File: config.mk
export PLATFORM = sky130hd
export DESIGN_NAME = sfio_mapper
export DESIGN_NICKNAME = d
export VERILOG_FILES = /design/src/core/sfio_pkg.sv /design/src/core/sfio_debounce.sv /design/src/core/sfio_mapper.sv
export SDC_FILE = /design/constraint.sdc
export NUM_CORES = 1
export LEC_CHECK = 0
export BUFFER_PORTS_ARGS = -buffer_cell sky130_fd_sc_hd__buf_4
export CORE_MARGIN = 8
export CORE_UTILIZATION = 47
export CTS_CLUSTER_SIZE = 28
export DETAILED_ROUTE_END_ITERATION = 10
export PLACE_DENSITY = 0.81
export SLEW_MARGIN = 20
export SYNTH_ARGS = -nofsm -noshare
export SYNTH_HDL_FRONTEND = slang
export SYNTH_SLANG_ARGS = --single-unit
File: constraint.sdc
create_clock -name core_clk -period 4.2 [get_ports core_clk]
set_input_delay 0.21 -clock core_clk [delete_from_list [all_inputs] [get_ports core_clk]]
set_output_delay 0.21 -clock core_clk [all_outputs]
set_load 0.02 [all_outputs]
File: src/core/sfio_pkg.sv
// Package: shared types and constants of the safety I/O mapper
`default_nettype none
package sfio_pkg;

	// Pin levels: closed contact reads 1, open (or broken wire) reads 0
	localparam logic PIN_CLOSED = 1'h1;
	localparam logic PIN_OPEN = 1'h0;

	// Clock and input filter timing
	localparam int CLK_PERIOD_NS = 50;
	localparam int DEBOUNCE_TIME_NS = 100000;
	localparam int DEBOUNCE_CYCLES =
		(DEBOUNCE_TIME_NS + CLK_PERIOD_NS - 1) / CLK_PERIOD_NS;

	// Setting widths
	localparam int SEL_W = 5;
	localparam int SPEED_W = 16;
	localparam int TIME_W = 16;
	localparam int TORQUE_W = 16;

	// Input device codes for the wired safety input
	localparam logic [SEL_W-1:0] IN_SEL_NONE = 5'h00;
	localparam logic [SEL_W-1:0] IN_SEL_STO = 5'h01;
	localparam logic [SEL_W-1:0] IN_SEL_SS1 = 5'h02;
	localparam logic [SEL_W-1:0] IN_SEL_SS2 = 5'h03;
	localparam logic [SEL_W-1:0] IN_SEL_SLS1 = 5'h04;
	localparam logic [SEL_W-1:0] IN_SEL_SDIP = 5'h05;
	localparam logic [SEL_W-1:0] IN_SEL_SDIN = 5'h06;
	localparam logic [SEL_W-1:0] IN_SEL_SLI = 5'h07;
	localparam logic [SEL_W-1:0] IN_SEL_SLT1 = 5'h08;

	// Output device codes are 17 minus the bit index in the status vector
	localparam logic [SEL_W-1:0] OUT_SEL_NONE = 5'h00;
	localparam int STATUS_W = 17;

	// Command set: 1 means the command asks for activation
	typedef struct packed {
		logic torque_off;
		logic safe_stop_one;
		logic safe_stop_two;
		logic limited_speed_one;
		logic positive_direction;
		logic negative_direction;
		logic limited_increment;
		logic limited_torque_one;
	} sfio_cmd_t;

	// Status set: pin levels, 1 closed, 0 open
	typedef struct packed {
		logic speed_monitor;
		logic brake_control;
		logic torque_off;
		logic operating_stop;
		logic safe_stop_one;
		logic safe_stop_two;
		logic [3:0] limited_speed;
		logic positive_direction;
		logic negative_direction;
		logic limited_increment;
		logic [3:0] limited_torque;
	} sfio_status_t;

	// Activation states reported by the sub-function cores
	typedef struct packed {
		logic [2:0] limited_speed_other;
		logic [2:0] limited_torque_other;
		logic standstill_monitor;
		logic speed_monitor_running;
		logic brake_control;
	} sfio_core_t;

	typedef enum logic [1:0] {
		SFIO_INIT = 2'h1,
		SFIO_RUN = 2'h2
	} sfio_state_t;

endpackage
`default_nettype wire

File: src/core/sfio_debounce.sv
// Synchroniser and stability filter for one safety input
`default_nettype none
module sfio_debounce #(
	parameter int CYCLES = sfio_pkg::DEBOUNCE_CYCLES
) (
	// Clock and reset
	input wire logic core_clk,
	input wire logic reset_n,
	// Raw and filtered level
	input wire logic raw_in,
	output logic clean_out,
	output logic settled_out
);
	localparam int CNT_W = $clog2(CYCLES + 1);
	localparam logic [CNT_W-1:0] CNT_LAST = CNT_W'(CYCLES - 1);

	logic sync_first;
	logic sync_second;
	logic sync_prev;
	logic [CNT_W-1:0] stable_count;
	wire logic changed = sync_second != sync_prev;
	wire logic done = stable_count == CNT_LAST;

	always_ff @(posedge core_clk)
	begin
		if (!reset_n)
		begin
			sync_first <= sfio_pkg::PIN_OPEN;
			sync_second <= sfio_pkg::PIN_OPEN;
			sync_prev <= sfio_pkg::PIN_OPEN;
		end
		else
		begin
			sync_first <= raw_in;
			sync_second <= sync_first;
			sync_prev <= sync_second;
		end
	end

	always_ff @(posedge core_clk)
	begin
		if (!reset_n)
		begin
			stable_count <= '0;
			clean_out <= sfio_pkg::PIN_OPEN;
			settled_out <= 1'h0;
		end
		else if (changed)
			stable_count <= '0;
		else if (done)
		begin
			clean_out <= sync_prev;
			settled_out <= 1'h1;
		end
		else
			stable_count <= stable_count + CNT_W'(1);
	end
endmodule
`default_nettype wire

File: src/core/sfio_mapper.sv
// Safety I/O device mapper: wired and network commands to status pins
// Contract
// (RL1) Wired input goes to selected command device
// (RL2) Network commands accepted beside the wired input
// (RL3) Safe-stop-1 command activates safe-stop-1
// (RL4) Open safe-stop-2 input activates stop and standstill
// (RL5) Open speed input activates limited speed 1
// (RL6) Open positive input permits increasing motion only
// (RL7) Open negative input permits decreasing motion only
// (RL8) Open increment input activates limited increment
// (RL9) Open torque input activates torque limit 1
// (RL10) Output pin shows selected status device
// (RL11) Wired output kept while network reports status
// (RL12) Speed monitor closed at or below monitor speed
// (RL13) Brake control signal on brake output
// (RL14) Torque-off status open while torque off active
// (RL15) Operating-stop status open during standstill monitoring; code opens it only while safe-stop-2 is also active
// (RL16) Stop-one and stop-two statuses open while active
// (RL17) Four limited-speed statuses open while active
// (RL18) Direction statuses open while direction monitoring active
// (RL19) Increment status open while limited increment active
// (RL20) Four limited-torque statuses open while active
// (RL21) Inputs synchronised, debounced, broken wire means active
// (RL22) Statuses held open until state known
`default_nettype none
module sfio_mapper #(
	parameter int DEBOUNCE_CYCLES = sfio_pkg::DEBOUNCE_CYCLES,
	parameter int SPEED_W = sfio_pkg::SPEED_W,
	parameter int TIME_W = sfio_pkg::TIME_W,
	parameter int TORQUE_W = sfio_pkg::TORQUE_W
) (
	// Clock and reset
	input wire logic core_clk,
	input wire logic reset_n,
	// Wired safety input pin, 1 closed, 0 open
	input wire logic safety_in_pin,
	// Device selection settings
	input wire logic [sfio_pkg::SEL_W-1:0] input_device_select_setting,
	input wire logic [sfio_pkg::SEL_W-1:0] output_device_select_setting,
	// Network command path
	input wire logic net_enable,
	input wire sfio_pkg::sfio_cmd_t net_command_in,
	// Sub-function settings
	input wire logic [TIME_W-1:0] speed_limit_decel_monitor_time_1,
	input wire logic [SPEED_W-1:0] speed_limit_value_1,
	input wire logic [TORQUE_W-1:0] torque_upper_limit_1,
	input wire logic [TORQUE_W-1:0] torque_lower_limit_1,
	// Speed monitor inputs
	input wire logic [SPEED_W-1:0] motor_speed,
	input wire logic [SPEED_W-1:0] monitor_speed,
	// States reported by the sub-function cores
	input wire sfio_pkg::sfio_core_t core_state_in,
	// Activation requests to the sub-function cores
	output sfio_pkg::sfio_cmd_t active_out,
	output logic [TIME_W-1:0] speed_decel_time_out,
	output logic [SPEED_W-1:0] speed_limit_out,
	output logic [TORQUE_W-1:0] torque_upper_out,
	output logic [TORQUE_W-1:0] torque_lower_out,
	// Wired status output pin and network status image
	output logic safety_out_pin,
	output sfio_pkg::sfio_status_t net_status_out,
	// Individual status devices
	output logic speed_monitor_status_out,
	output logic brake_control_out,
	output logic torque_off_status_out,
	output logic operating_stop_status_out,
	output logic safe_stop_one_status_out,
	output logic safe_stop_two_status_out,
	output logic limited_speed_status_out_1,
	output logic limited_speed_status_out_2,
	output logic limited_speed_status_out_3,
	output logic limited_speed_status_out_4,
	output logic positive_direction_status_out,
	output logic negative_direction_status_out,
	output logic limited_increment_status_out,
	output logic limited_torque_status_out_1,
	output logic limited_torque_status_out_2,
	output logic limited_torque_status_out_3,
	output logic limited_torque_status_out_4
);
	// Wired command is active when its device is selected and pin open
	function automatic logic wired_active(
		input logic [sfio_pkg::SEL_W-1:0] sel,
		input logic [sfio_pkg::SEL_W-1:0] code,
		input logic level
	);
		wired_active = (sel == code) && (level == sfio_pkg::PIN_OPEN);
	endfunction

	// Status level: open while active
	function automatic logic status_level(input logic active);
		status_level = active ? sfio_pkg::PIN_OPEN : sfio_pkg::PIN_CLOSED;
	endfunction

	sfio_pkg::sfio_state_t state;
	sfio_pkg::sfio_state_t next_state;
	logic pin_level;
	logic pin_settled;

	// Filtered input, reset value open
	// (RL21) Filter and fail-safe level
	sfio_debounce #(
		.CYCLES(DEBOUNCE_CYCLES)
	) u_filter (
		.core_clk(core_clk),
		.reset_n(reset_n),
		.raw_in(safety_in_pin),
		.clean_out(pin_level),
		.settled_out(pin_settled)
	);

	wire logic [sfio_pkg::SEL_W-1:0] in_sel = input_device_select_setting;
	wire logic [sfio_pkg::SEL_W-1:0] out_sel = output_device_select_setting;
	wire sfio_pkg::sfio_cmd_t net_cmd =
		net_enable ? net_command_in : '0;

	// (RL1) Wired input routing
	wire sfio_pkg::sfio_cmd_t wired_cmd = '{
		torque_off: wired_active(in_sel, sfio_pkg::IN_SEL_STO, pin_level),
		safe_stop_one: wired_active(in_sel, sfio_pkg::IN_SEL_SS1, pin_level),
		safe_stop_two: wired_active(in_sel, sfio_pkg::IN_SEL_SS2, pin_level),
		limited_speed_one:
			wired_active(in_sel, sfio_pkg::IN_SEL_SLS1, pin_level),
		positive_direction:
			wired_active(in_sel, sfio_pkg::IN_SEL_SDIP, pin_level),
		negative_direction:
			wired_active(in_sel, sfio_pkg::IN_SEL_SDIN, pin_level),
		limited_increment:
			wired_active(in_sel, sfio_pkg::IN_SEL_SLI, pin_level),
		limited_torque_one:
			wired_active(in_sel, sfio_pkg::IN_SEL_SLT1, pin_level)
	};

	// (RL2) Network merged with wired
	wire sfio_pkg::sfio_cmd_t merged_cmd = wired_cmd | net_cmd;

	// (RL3) Safe-stop-1 activation
	wire logic ss1_act = merged_cmd.safe_stop_one;
	// (RL4) Safe-stop-2 with operating stop
	wire logic ss2_act = merged_cmd.safe_stop_two;
	// (RL5) Limited speed 1 activation
	wire logic sls1_act = merged_cmd.limited_speed_one;
	// (RL6) Positive direction only
	wire logic sdip_act = merged_cmd.positive_direction;
	// (RL7) Negative direction only
	wire logic sdin_act = merged_cmd.negative_direction;
	// (RL8) Limited increment activation
	wire logic sli_act = merged_cmd.limited_increment;
	// (RL9) Torque limit 1 activation
	wire logic slt1_act = merged_cmd.limited_torque_one;

	wire logic sto_act = merged_cmd.torque_off;
	wire logic sos_act = ss2_act && core_state_in.standstill_monitor;
	wire logic [3:0] sls_act = {core_state_in.limited_speed_other, sls1_act};
	wire logic [3:0] slt_act = {core_state_in.limited_torque_other, slt1_act};

	// (RL12) Speed at or below monitor speed
	wire logic speed_ok = core_state_in.speed_monitor_running &&
		(motor_speed <= monitor_speed);

	wire sfio_pkg::sfio_status_t live_status = '{
		speed_monitor: speed_ok ? sfio_pkg::PIN_CLOSED : sfio_pkg::PIN_OPEN,
		// (RL13) Brake control pass-through
		brake_control: core_state_in.brake_control,
		// (RL14) Torque-off status
		torque_off: status_level(sto_act),
		// (RL15) Standstill monitoring status
		operating_stop: status_level(sos_act),
		// (RL16) Stop-one and stop-two status
		safe_stop_one: status_level(ss1_act),
		safe_stop_two: status_level(ss2_act),
		// (RL17) Four limited-speed statuses
		limited_speed: ~sls_act,
		// (RL18) Direction statuses
		positive_direction: status_level(sdip_act),
		negative_direction: status_level(sdin_act),
		// (RL19) Limited increment status
		limited_increment: status_level(sli_act),
		// (RL20) Four limited-torque statuses
		limited_torque: ~slt_act
	};

	// (RL22) Open statuses until input settled
	wire logic known = state == sfio_pkg::SFIO_RUN;
	wire sfio_pkg::sfio_status_t next_status = known ? live_status : '0;
	wire logic [sfio_pkg::STATUS_W-1:0] status_bits = next_status;
	wire logic out_sel_valid = (out_sel != sfio_pkg::OUT_SEL_NONE) &&
		(out_sel <= sfio_pkg::SEL_W'(sfio_pkg::STATUS_W));
	wire logic [sfio_pkg::SEL_W-1:0] out_index = out_sel - sfio_pkg::SEL_W'(1);
	wire logic [sfio_pkg::STATUS_W-1:0] msb_first =
		{<<{status_bits}};
	// (RL10) Output device selection
	wire logic next_out_pin =
		out_sel_valid ? msb_first[out_index] : sfio_pkg::PIN_OPEN;

	always_comb
	begin
		case (state)
			sfio_pkg::SFIO_INIT:
				next_state = pin_settled ? sfio_pkg::SFIO_RUN : sfio_pkg::SFIO_INIT;
			sfio_pkg::SFIO_RUN:
				next_state = sfio_pkg::SFIO_RUN;
			default:
				next_state = sfio_pkg::SFIO_INIT;
		endcase
	end

	always_ff @(posedge core_clk)
	begin
		if (!reset_n)
			state <= sfio_pkg::SFIO_INIT;
		else
			state <= next_state;
	end

	// Activation requests and their settings
	always_ff @(posedge core_clk)
	begin
		if (!reset_n)
		begin
			active_out <= '1;
			speed_decel_time_out <= '0;
			speed_limit_out <= '0;
			torque_upper_out <= '0;
			torque_lower_out <= '0;
		end
		else
		begin
			active_out <= merged_cmd;
			speed_decel_time_out <= speed_limit_decel_monitor_time_1;
			speed_limit_out <= speed_limit_value_1;
			torque_upper_out <= torque_upper_limit_1;
			torque_lower_out <= torque_lower_limit_1;
		end
	end

	// (RL11) Wired pin and network image together
	always_ff @(posedge core_clk)
	begin
		if (!reset_n)
		begin
			safety_out_pin <= sfio_pkg::PIN_OPEN;
			net_status_out <= '0;
		end
		else
		begin
			safety_out_pin <= next_out_pin;
			net_status_out <= next_status;
		end
	end

	// Individual status devices
	always_ff @(posedge core_clk)
	begin
		if (!reset_n)
		begin
			speed_monitor_status_out <= sfio_pkg::PIN_OPEN;
			brake_control_out <= sfio_pkg::PIN_OPEN;
			torque_off_status_out <= sfio_pkg::PIN_OPEN;
			operating_stop_status_out <= sfio_pkg::PIN_OPEN;
			safe_stop_one_status_out <= sfio_pkg::PIN_OPEN;
			safe_stop_two_status_out <= sfio_pkg::PIN_OPEN;
			limited_speed_status_out_1 <= sfio_pkg::PIN_OPEN;
			limited_speed_status_out_2 <= sfio_pkg::PIN_OPEN;
			limited_speed_status_out_3 <= sfio_pkg::PIN_OPEN;
			limited_speed_status_out_4 <= sfio_pkg::PIN_OPEN;
			positive_direction_status_out <= sfio_pkg::PIN_OPEN;
			negative_direction_status_out <= sfio_pkg::PIN_OPEN;
			limited_increment_status_out <= sfio_pkg::PIN_OPEN;
			limited_torque_status_out_1 <= sfio_pkg::PIN_OPEN;
			limited_torque_status_out_2 <= sfio_pkg::PIN_OPEN;
			limited_torque_status_out_3 <= sfio_pkg::PIN_OPEN;
			limited_torque_status_out_4 <= sfio_pkg::PIN_OPEN;
		end
		else
		begin
			speed_monitor_status_out <= next_status.speed_monitor;
			brake_control_out <= next_status.brake_control;
			torque_off_status_out <= next_status.torque_off;
			operating_stop_status_out <= next_status.operating_stop;
			safe_stop_one_status_out <= next_status.safe_stop_one;
			safe_stop_two_status_out <= next_status.safe_stop_two;
			limited_speed_status_out_1 <= next_status.limited_speed[0];
			limited_speed_status_out_2 <= next_status.limited_speed[1];
			limited_speed_status_out_3 <= next_status.limited_speed[2];
			limited_speed_status_out_4 <= next_status.limited_speed[3];
			positive_direction_status_out <= next_status.positive_direction;
			negative_direction_status_out <= next_status.negative_direction;
			limited_increment_status_out <= next_status.limited_increment;
			limited_torque_status_out_1 <= next_status.limited_torque[0];
			limited_torque_status_out_2 <= next_status.limited_torque[1];
			limited_torque_status_out_3 <= next_status.limited_torque[2];
			limited_torque_status_out_4 <= next_status.limited_torque[3];
		end
	end
endmodule
`default_nettype wire

==> results, run 1 <==
- The first global-routing pass estimated 18,500 um of wire.
- The number of antenna violations at the first check in global routing is 0.
- The maximum VDD drop is 0.226 mV.
- The die covers 12,200 um^2.
- The CTS tree is yes.
- The root buffer cell is sky130_fd_sc_hd__clkbuf_8.
- The tool flagged a number of max-cap violations equal to 0.
- The worst hold path class is in2reg.
- The standard-cell row count is 34.
- The number of distinct library cells after synthesis is 48.
- The worst setup path is captured at a flop.
- The via count normalized by instance count is 4.74.
- Once the clock tree was built, the resizer swapped 0 gates to a different size.
- The leakage component of the power is 2.99 nW.
- Setup violations remaining at the end of the flow were counted as 0.
- In the layout the commonest cells are 233 x sky130_fd_sc_hd__buf_4, 108 x sky130_fd_sc_hd__dfxtp_1, 67 x sky130_fd_sc_hd__and2_1.
- The sum of routed wire length over all layers is 12,400 um.
- Counting both buffers and inverters, the worst setup path holds a total of 2.
- By area the synthesized netlist is led by sky130_fd_sc_hd__dfxtp_1 52%, sky130_fd_sc_hd__and2_1 10%, sky130_fd_sc_hd__ha_1 6.6%, sky130_fd_sc_hd__buf_4 3.1%, sky130_fd_sc_hd__nand2_1 3.0%.
- The fraction of synthesis flops using an asynchronous set or reset pin is 0%.
- The transition at the pin with the smallest max-transition slack is 0.639 ns.
- The design draws 1.99 mW.
- Setup total negative slack on the finished layout was measured at 0 ns.
- The power share of the combinational group is 16.7%.
- The TritonCTS sink count is 108.
- The H-tree depth is 3.
- Global routing consumed, over all layers together, 19.5% of the routing resources.
- The CTS clock-pin slew for the worst setup and hold paths is 0.10 ns.
- The worst path uses 47.0% of the clock period.
- The share of total power dissipated in sequential elements is 54.2%.
- The number of pins with negative max-slew slack in the final report is 0.
- The clock tree skew after final layout is 0.0130 ns.
- At the end of the flow, the number of nets in the layout was 789.
- Walking the worst path, the cells encountered are buf_4, inv_1, ha_1, mux2_2, a22oi_1, o311ai_0, a311o_1, a31oi_1.
- On the worst path, the slowest cell contributes a delay of 0.55 ns.
- The library cell occupying the most area in the post-synthesis netlist is sky130_fd_sc_hd__dfxtp_1.
- Detailed placement finished with a half-perimeter wire length of 10,200 um.
- In this run, the clock network consumes 29.0% of the power.
- The die width is 110 um.
- In the synthesized netlist the dominant register cell turns out to be sky130_fd_sc_hd__dfxtp_1.
- The number of enable flip-flop cells after synthesis is 0.
- The internal power is 1.47 mW.
- The startpoint of the lowest-slack register-to-register path is u_filter.stable_count[0].
- The worst hold path begins at core_state_in[7].
- The fmax is 507 MHz.
- Before CTS, the worst setup slack after placement is 1.89 ns.
- The fill cell instance count of the final layout is 672.
- The worst slew margin relative to its limit is 57.0%.
- After floorplanning, the core was sized to cover 8680 um^2.
- For the finished layout, the period the worst path requires is 1.97 ns.
- Including well taps, the total number of placed cells is 733.
- The power density over the cells is 327 nW/um^2.
- The most frequent standard cell in the layout excluding fill and tap cells is sky130_fd_sc_hd__buf_4.
- In the routed design, unresolved DRC markers number 0.
- The first TritonRoute pass finished after 4 iterations.
- After detailed routing, the average wire length per cell comes to 16.5 um.
- The clock insertion delay at the later pin of the skew report is 0.35 ns.
- STA puts the critical path data required time at 4.47 ns.
- Routability-driven placement finished with a final weighted congestion of 0.890.
- Net switching is 26.1% of the power.
- STA classifies the critical path startpoint as a primary input.
- After synthesis, flip-flops and latches occupy 51.8% of the total area.
- The worst path meets setup with 2.23 ns of slack.
- The area of the mapped netlist is 4180 um^2.
- Buffers placed on the I/O ports in this run total 233.
- No sink is reached through more buffers than the 2 on the longest clock path.
- The maximum number of pins on one net before global-route repair is 84.
- Counting every instance in the synthesized netlist gives 427.
- In this run the worst setup path begins at output_device_select_setting[0].
- Setup repair after global routing left no endpoint under its margin.
- After synthesis, the mean cell area works out to 9.78 um^2.
- The detailed router's first-iteration violation count is 180.
- The number of buffers inserted for hold repair after clock tree synthesis is 2.
- The register bit count reported by yosys is 108.
- By startpoint and endpoint, the worst setup path is classified as in2reg.
- The run finished with clean final reports.
- The count of cells in the finished layout, fillers not included, comes to 753.
- The fraction of layout cells with a size suffix above 1 is 39.7%.
- Among cell families on the critical path, the largest total delay comes from compound AO/OA/AOI/OAI gates.
- TritonCTS created 9 clock buffers.
- The number of I/O pins is 234.
- The total overflow reported by the global router is 0.
- In this run the vertical extent of the chip is 110 um.
- From synthesis to final layout, the design area changed by 45.8%.
- Data arrives at the worst endpoint at 2.24 ns.
- Across all layers, the routed design uses 3,569 vias.
- The net count after synthesis is 576.
- The slowest library cell on the worst path is sky130_fd_sc_hd__ha_1.
- The number of antenna diodes is 0.
- Along the worst path, the maximum fanout reaches 12.
- The via count of the first global-routing pass is 3,595.
- The net switching power of the design is 520 uW.
- The initial utilization of the core area, before any placement, comes to 48.1%.
- The buffer count from post-CTS setup fixing is 0.
- The count of nets left with antenna violations once routing finished came out at 0.
- The Yosys step of the flow raised 0 warnings.
- The fraction of synthesized cell area taken by the top area cell type is 51.8%.
- The count of endpoints failing hold in the final timing report was 0.
==> through the flow <==
step / hold slack (ns) / cell area (um^2) / utilization (%)
floorplan: 0.282 / 4180 / -
global placement: 0.380 / 5860 / 67.6
detailed placement: 0.379 / 5860 / 67.6
CTS: 0.00281 / 6070 / 69.9
global route: 0.00647 / 6090 / 70.1
finish: 0.0221 / 6090 / 70.1
==> cell families (layout without fill, tap and decap cells) <==
logic type               count (synthesis)  count (layout)  synth area share (%)
AND/OR/NAND/NOR                        174             174                  22.6
flip-flops                             108             108                  51.8
buffers and inverters                   60             278                  6.95
AO/OA/AOI/OAI                           41              41                  7.25
adder cells (fa/ha/maj)                 22              22                  6.59
XOR/XNOR                                18              18                  3.78
multiplexers                             4               4                  1.02
==> synthesized netlist by cell type (2+ instances only) <==
master / n
sky130_fd_sc_hd__buf_4: 17
sky130_fd_sc_hd__o311ai_0: 2
sky130_fd_sc_hd__nor2b_1: 8
sky130_fd_sc_hd__nand2b_1: 2
sky130_fd_sc_hd__buf_1: 2
sky130_fd_sc_hd__a311o_1: 2
sky130_fd_sc_hd__a21oi_1: 13
sky130_fd_sc_hd__nor4_1: 2
sky130_fd_sc_hd__xnor2_1: 7
sky130_fd_sc_hd__or3_1: 2
sky130_fd_sc_hd__nand4b_1: 2
sky130_fd_sc_hd__mux2i_1: 2
sky130_fd_sc_hd__nor2_1: 30
sky130_fd_sc_hd__dfxtp_1: 108
sky130_fd_sc_hd__mux2_2: 2
sky130_fd_sc_hd__nand2_1: 33
sky130_fd_sc_hd__a22oi_1: 5
sky130_fd_sc_hd__and2_1: 67
sky130_fd_sc_hd__clkbuf_1: 15
sky130_fd_sc_hd__o221ai_1: 3
sky130_fd_sc_hd__and3_1: 3
sky130_fd_sc_hd__inv_1: 25
sky130_fd_sc_hd__ha_1: 22
sky130_fd_sc_hd__o21ai_0: 4
sky130_fd_sc_hd__nand3_1: 7
sky130_fd_sc_hd__a31oi_1: 2
sky130_fd_sc_hd__nand4_1: 3
sky130_fd_sc_hd__nor3_1: 5
sky130_fd_sc_hd__or4_1: 3
sky130_fd_sc_hd__xor2_1: 11
==> power groups by stage <==
stage | Clock (mW) | Combinational [mW] | Sequential, mW
after floorplan | 0 | 0.104 | 1.15
after global placement | 0 | 0.325 | 1.10
after detailed placement | 0 | 0.332 | 1.10
after CTS | 0.597 | 0.335 | 1.08
after global routing | 0.640 | 0.363 | 1.08
final | 0.578 | 0.333 | 1.08
==> path summary, 6_finish.rpt <==
path / endpoint / slack, ns / cells after the start
max: safety_out_pin / 2.23 / 8
min: net_status_out[9] / 0.02 / 2
max reg2reg: u_filter.stable_count[3] / 2.28 / 6
min reg2reg: u_filter.sync_second / 0.44 / 1
==> cell type report <==
cell class	instances	area, um^2	share of cell area (%)
Clock buffer	10	128	2.10
Clock inverter	6	55.1	0.905
Inverter	25	93.8	1.54
Multi-Input combinational cell	259	1720	28.3
Sequential cell	108	2160	35.5
Tap cell	108	135	2.22
Timing Repair Buffer	237	1790	29.4
==> worst register-to-register path: cells and delay by family (launching register included) <==
family / cells / cell delay (ns)
xor+xnor: 1 / 0.16
fa+ha+maj: 1 / 0.20
flops: 1 / 0.41
simple gates: 4 / 1.03
==> registers in the layout (all words and copies together), names as in the netlist, 2 cells and up <==
register / flops
state: 2
torque_lower_out: 16
torque_upper_out: 16
u_filter.stable_count: 11
active_out: 8
net_status_out: 8
speed_limit_out: 16
speed_decel_time_out: 16
==> routing by layer <==
layer	global-route usage, %	wire, um
met1	20.8	4560
met2	35.5	6380
met3	5.76	1180
met4	7.42	287
met5	0	0
No activity file was read; power rests on OpenSTA's default activity.
==> run 2: changes to the inputs <==
--- a/config.mk
+++ b/config.mk
@@ -7,10 +7,10 @@
 export LEC_CHECK = 0
 export BUFFER_PORTS_ARGS = -buffer_cell sky130_fd_sc_hd__buf_4
 export CORE_MARGIN = 8
-export CORE_UTILIZATION = 47
+export CORE_UTILIZATION = 40
 export CTS_CLUSTER_SIZE = 28
 export DETAILED_ROUTE_END_ITERATION = 10
-export PLACE_DENSITY = 0.81
+export PLACE_DENSITY = 0.73
 export SLEW_MARGIN = 20
 export SYNTH_ARGS = -nofsm -noshare
 export SYNTH_HDL_FRONTEND = slang
==> constraint.sdc (replaced) <==
create_clock -name core_clk -period 1.7 [get_ports core_clk]
set_input_delay 0.085 -clock core_clk [delete_from_list [all_inputs] [get_ports core_clk]]
set_output_delay 0.085 -clock core_clk [all_outputs]
set_load 0.02 [all_outputs]
==> results, run 2 (same netlist as run 1, synthesis figures left out) <==
- The worst-case hold slack was 0.0465 ns (+0.0245 ns).
- The number of antenna violations at the first check in global routing is 3 (+3).
- The standard cell core area is 10,200 um^2 (+18%).
- The most frequent standard cell in the layout excluding fill and tap cells is sky130_fd_sc_hd__buf_4.
- The layout overhead on the synthesized area is 72.2%.
- The transition at the pin with the smallest max-transition slack came to 0.533 ns (-0.106 ns).
- The leakage component of the power is 3.43 nW (+15%).
- The number of iterations in the first detailed-routing pass is 4 (unchanged).
- The maximum VDD drop is 0.438 mV (+94%).
- The combined area of the multi-input logic cells was 1840 um^2 (+6.9%).
- The total of buffers placed on input and output ports came to 233 (unchanged).
- The total clock buffers created by CTS was 9 (unchanged).
- The TritonCTS sink count is 108 (unchanged).
- The maximum number of pins on one net before global-route repair is 74 (-12%).
- The area enclosed by the die boundary is 14,000 um^2 (+15%).
- The fmax is 605 MHz.
- The arrival time at the worst endpoint is 1.90 ns (-0.34 ns).
- The final instance area is 7190 um^2 (+18%).
- The overall routing resource usage was 21.4% (+1.9 points).
- The post-route non-filler standard cell count was 884 (+17%).
- The via count normalized by instance count came to 4.67 (-1.4%).
- The worst slew margin relative to its limit is 64.5% (+7.5 points).
- The minimum setup slack in the final design was 0.0463 ns (-2.18 ns).
- The top cell types in the final layout, fill and taps aside, are 259 x sky130_fd_sc_hd__buf_4, 105 x sky130_fd_sc_hd__dfxtp_1, 77 x sky130_fd_sc_hd__dlygate4sd3_1.
- The clock tree skew after final layout was 0.00888 ns (-0.00411 ns).
- The startpoint-to-endpoint class of the critical path is reg2reg.
- The final weighted congestion of routability-driven global placement is 0.902 (+1.4%).
- The initial cell density of the core is 40.8% (-7.3 points).
- The total half-perimeter wirelength after legalization and detailed placement is 10,900 um (+6.2%).
- The critical path startpoint category is a flop.
- The worst-case register-to-register setup slack is 0.05 ns (-2.23 ns).
- Counting I/O delays and the setup requirement, the final critical path takes 1.65 ns.
- The number of I/O pins is 234 (unchanged).
- The sum of routed wire length over all layers is 15,400 um (+24%).
- The die width is 118 um (+7.2%).
- The number of max-capacitance violations reported is 0 (unchanged).
- The fraction of layout cells with a size suffix above 1 was 40.5% (+0.85 points).
- The via count of the first global-routing pass is 4,517 (+26%).
- The buffer count from post-CTS setup fixing is 0 (unchanged).
- The standard-cell row count came to 37 (+8.8%).
- The pre-CTS setup slack was -0.230 ns (-2.12 ns).
- The count of endpoints failing hold in the final timing report is 0 (unchanged).
- The fill cell instance count of the final layout was 722 (+7.4%).
- The total cell area at the placement stage is 6210 um^2 (+5.8%).
- The kind of capture point of the worst setup path is a flop.
- The die span in y came to 118 um (+7.2%).
- The total via count in the routed design is 4,131 (+16%).
- The count of antenna-violating nets left after detailed routing is 0 (unchanged).
- The endpoint required time on the critical path is 1.95 ns (-2.52 ns).
- The CTS clock-pin slew for the worst setup and hold paths is 0.10 ns (about the same).
- The power density over the cells is 720 nW/um^2 (+120%).
- The routed length per placed instance is 17.4 um (+5.6%).
- TritonCTS built the clock tree.
- The detailed router's first-iteration violation count is 222 (+23%).
- The flow ran to the end, and the final reports show no timing, DRC or antenna violations.
- The total overflow reported by the global router is 0 (unchanged).
- The register area is 2170 um^2 (+0.17%).
- The accumulated negative setup slack is 0 ns (unchanged).
- The number of placed cells counting well taps is 788 (+7.5%).
- The clock insertion delay at the later pin of the skew report is 0.36 ns (about the same).
- The worst-path maximum fanout was 4 (-8).
- The buffer depth of the longest clock path was 2 (unchanged).
- Setup repair after global routing left no endpoint under its margin.
- The root buffer cell is sky130_fd_sc_hd__clkbuf_8.
- The count of endpoints failing setup in the final report is 0 (unchanged).
- The end-of-flow core utilization is 70.3% (+0.14 points).
- The wire length of the first global-routing pass came to 24,000 um (+30%).
- The DRC violation count after routing is 0 (unchanged).
- The worst hold path class is in2reg.
- The final net count is 889 (+13%).
- Of the available clock period, the critical path in the final layout requires 97.3%.
- The total power is 5.18 mW (+160%).
- The number of pins with negative max-slew slack in the final report is 0 (unchanged).
- The H-tree depth is 3 (unchanged).
-- run 2: cell types whose count changed in the layout (fill, tap and decap cells not counted), moves of 3 or more --
cell                            previous run  this run
sky130_fd_sc_hd__dfxtp_1                 108       105
sky130_fd_sc_hd__inv_1                    25        22
sky130_fd_sc_hd__dlygate4sd3_1             4        77
sky130_fd_sc_hd__dfxtp_2                   0         3
sky130_fd_sc_hd__buf_4                   233       259
sky130_fd_sc_hd__clkinv_2                  1         4
sky130_fd_sc_hd__inv_2                     0         3
sky130_fd_sc_hd__ha_4                      0         6
sky130_fd_sc_hd__ha_1                     22        14
sky130_fd_sc_hd__diode_2                   0         3
-- run 2: where the power goes --
group / leakage [nW] / total [mW] / internal, mW / switching (mW)
logic: 2.44 / 1.07 / 0.601 / 0.471
clock network: 0.0962 / 1.43 / 0.572 / 0.860
registers: 0.893 / 2.67 / 2.63 / 0.0392
-- run 2: final timing paths --
kind                            cells past startpoint                  endpoint                           start
worst min register to register                      1      u_filter.sync_second             u_filter.sync_first
worst max-delay path                                6  u_filter.stable_count[0]        u_filter.stable_count[0]
worst min-delay path                                3             active_out[2]  input_device_select_setting[1]
worst max register to register                      6  u_filter.stable_count[0]        u_filter.stable_count[0]
-- run 2: final cells by class --
cell class	instances	share of cell area [%]
inverter	25	1.31
sequential	108	30.1
multi-input combinational	259	25.6
clock inverter	6	0.522
antenna	3	0.104
timing repair buffer	337	38.0
clock buffer	10	1.91
tap	136	2.37
-- run 2: routing by layer --
| layer | GRT usage, % | up-vias | part of all wire (%) |
|---|---|---|---|
| met5 | 0 | - | 0 |
| met2 | 40.0 | 161 | 54 |
| met3 | 5.81 | 32 | 6.7 |
| li1 | - | 2004 | - |
| met4 | 10.3 | 0 | 3.2 |
| met1 | 21.5 | 1934 | 36 |
-- run 2: what timing repair did --
action / CTS / global route
hold buffers: 77 / 0
endpoints found under the setup margin: 1 / 6
hold endpoints to repair: 77 / 0
resized for setup: 1 / 8
-- run 2: worst max-delay path, stage by stage, from the launching register on --
cell and delay (ns):
sky130_fd_sc_hd__dfxtp_2 0.35, sky130_fd_sc_hd__ha_2 0.19, sky130_fd_sc_hd__nand3_2 0.09, sky130_fd_sc_hd__or4_4 0.55, sky130_fd_sc_hd__buf_4 0.16, sky130_fd_sc_hd__xnor2_1 0.14
sky130_fd_sc_hd__nor2_1 0.06
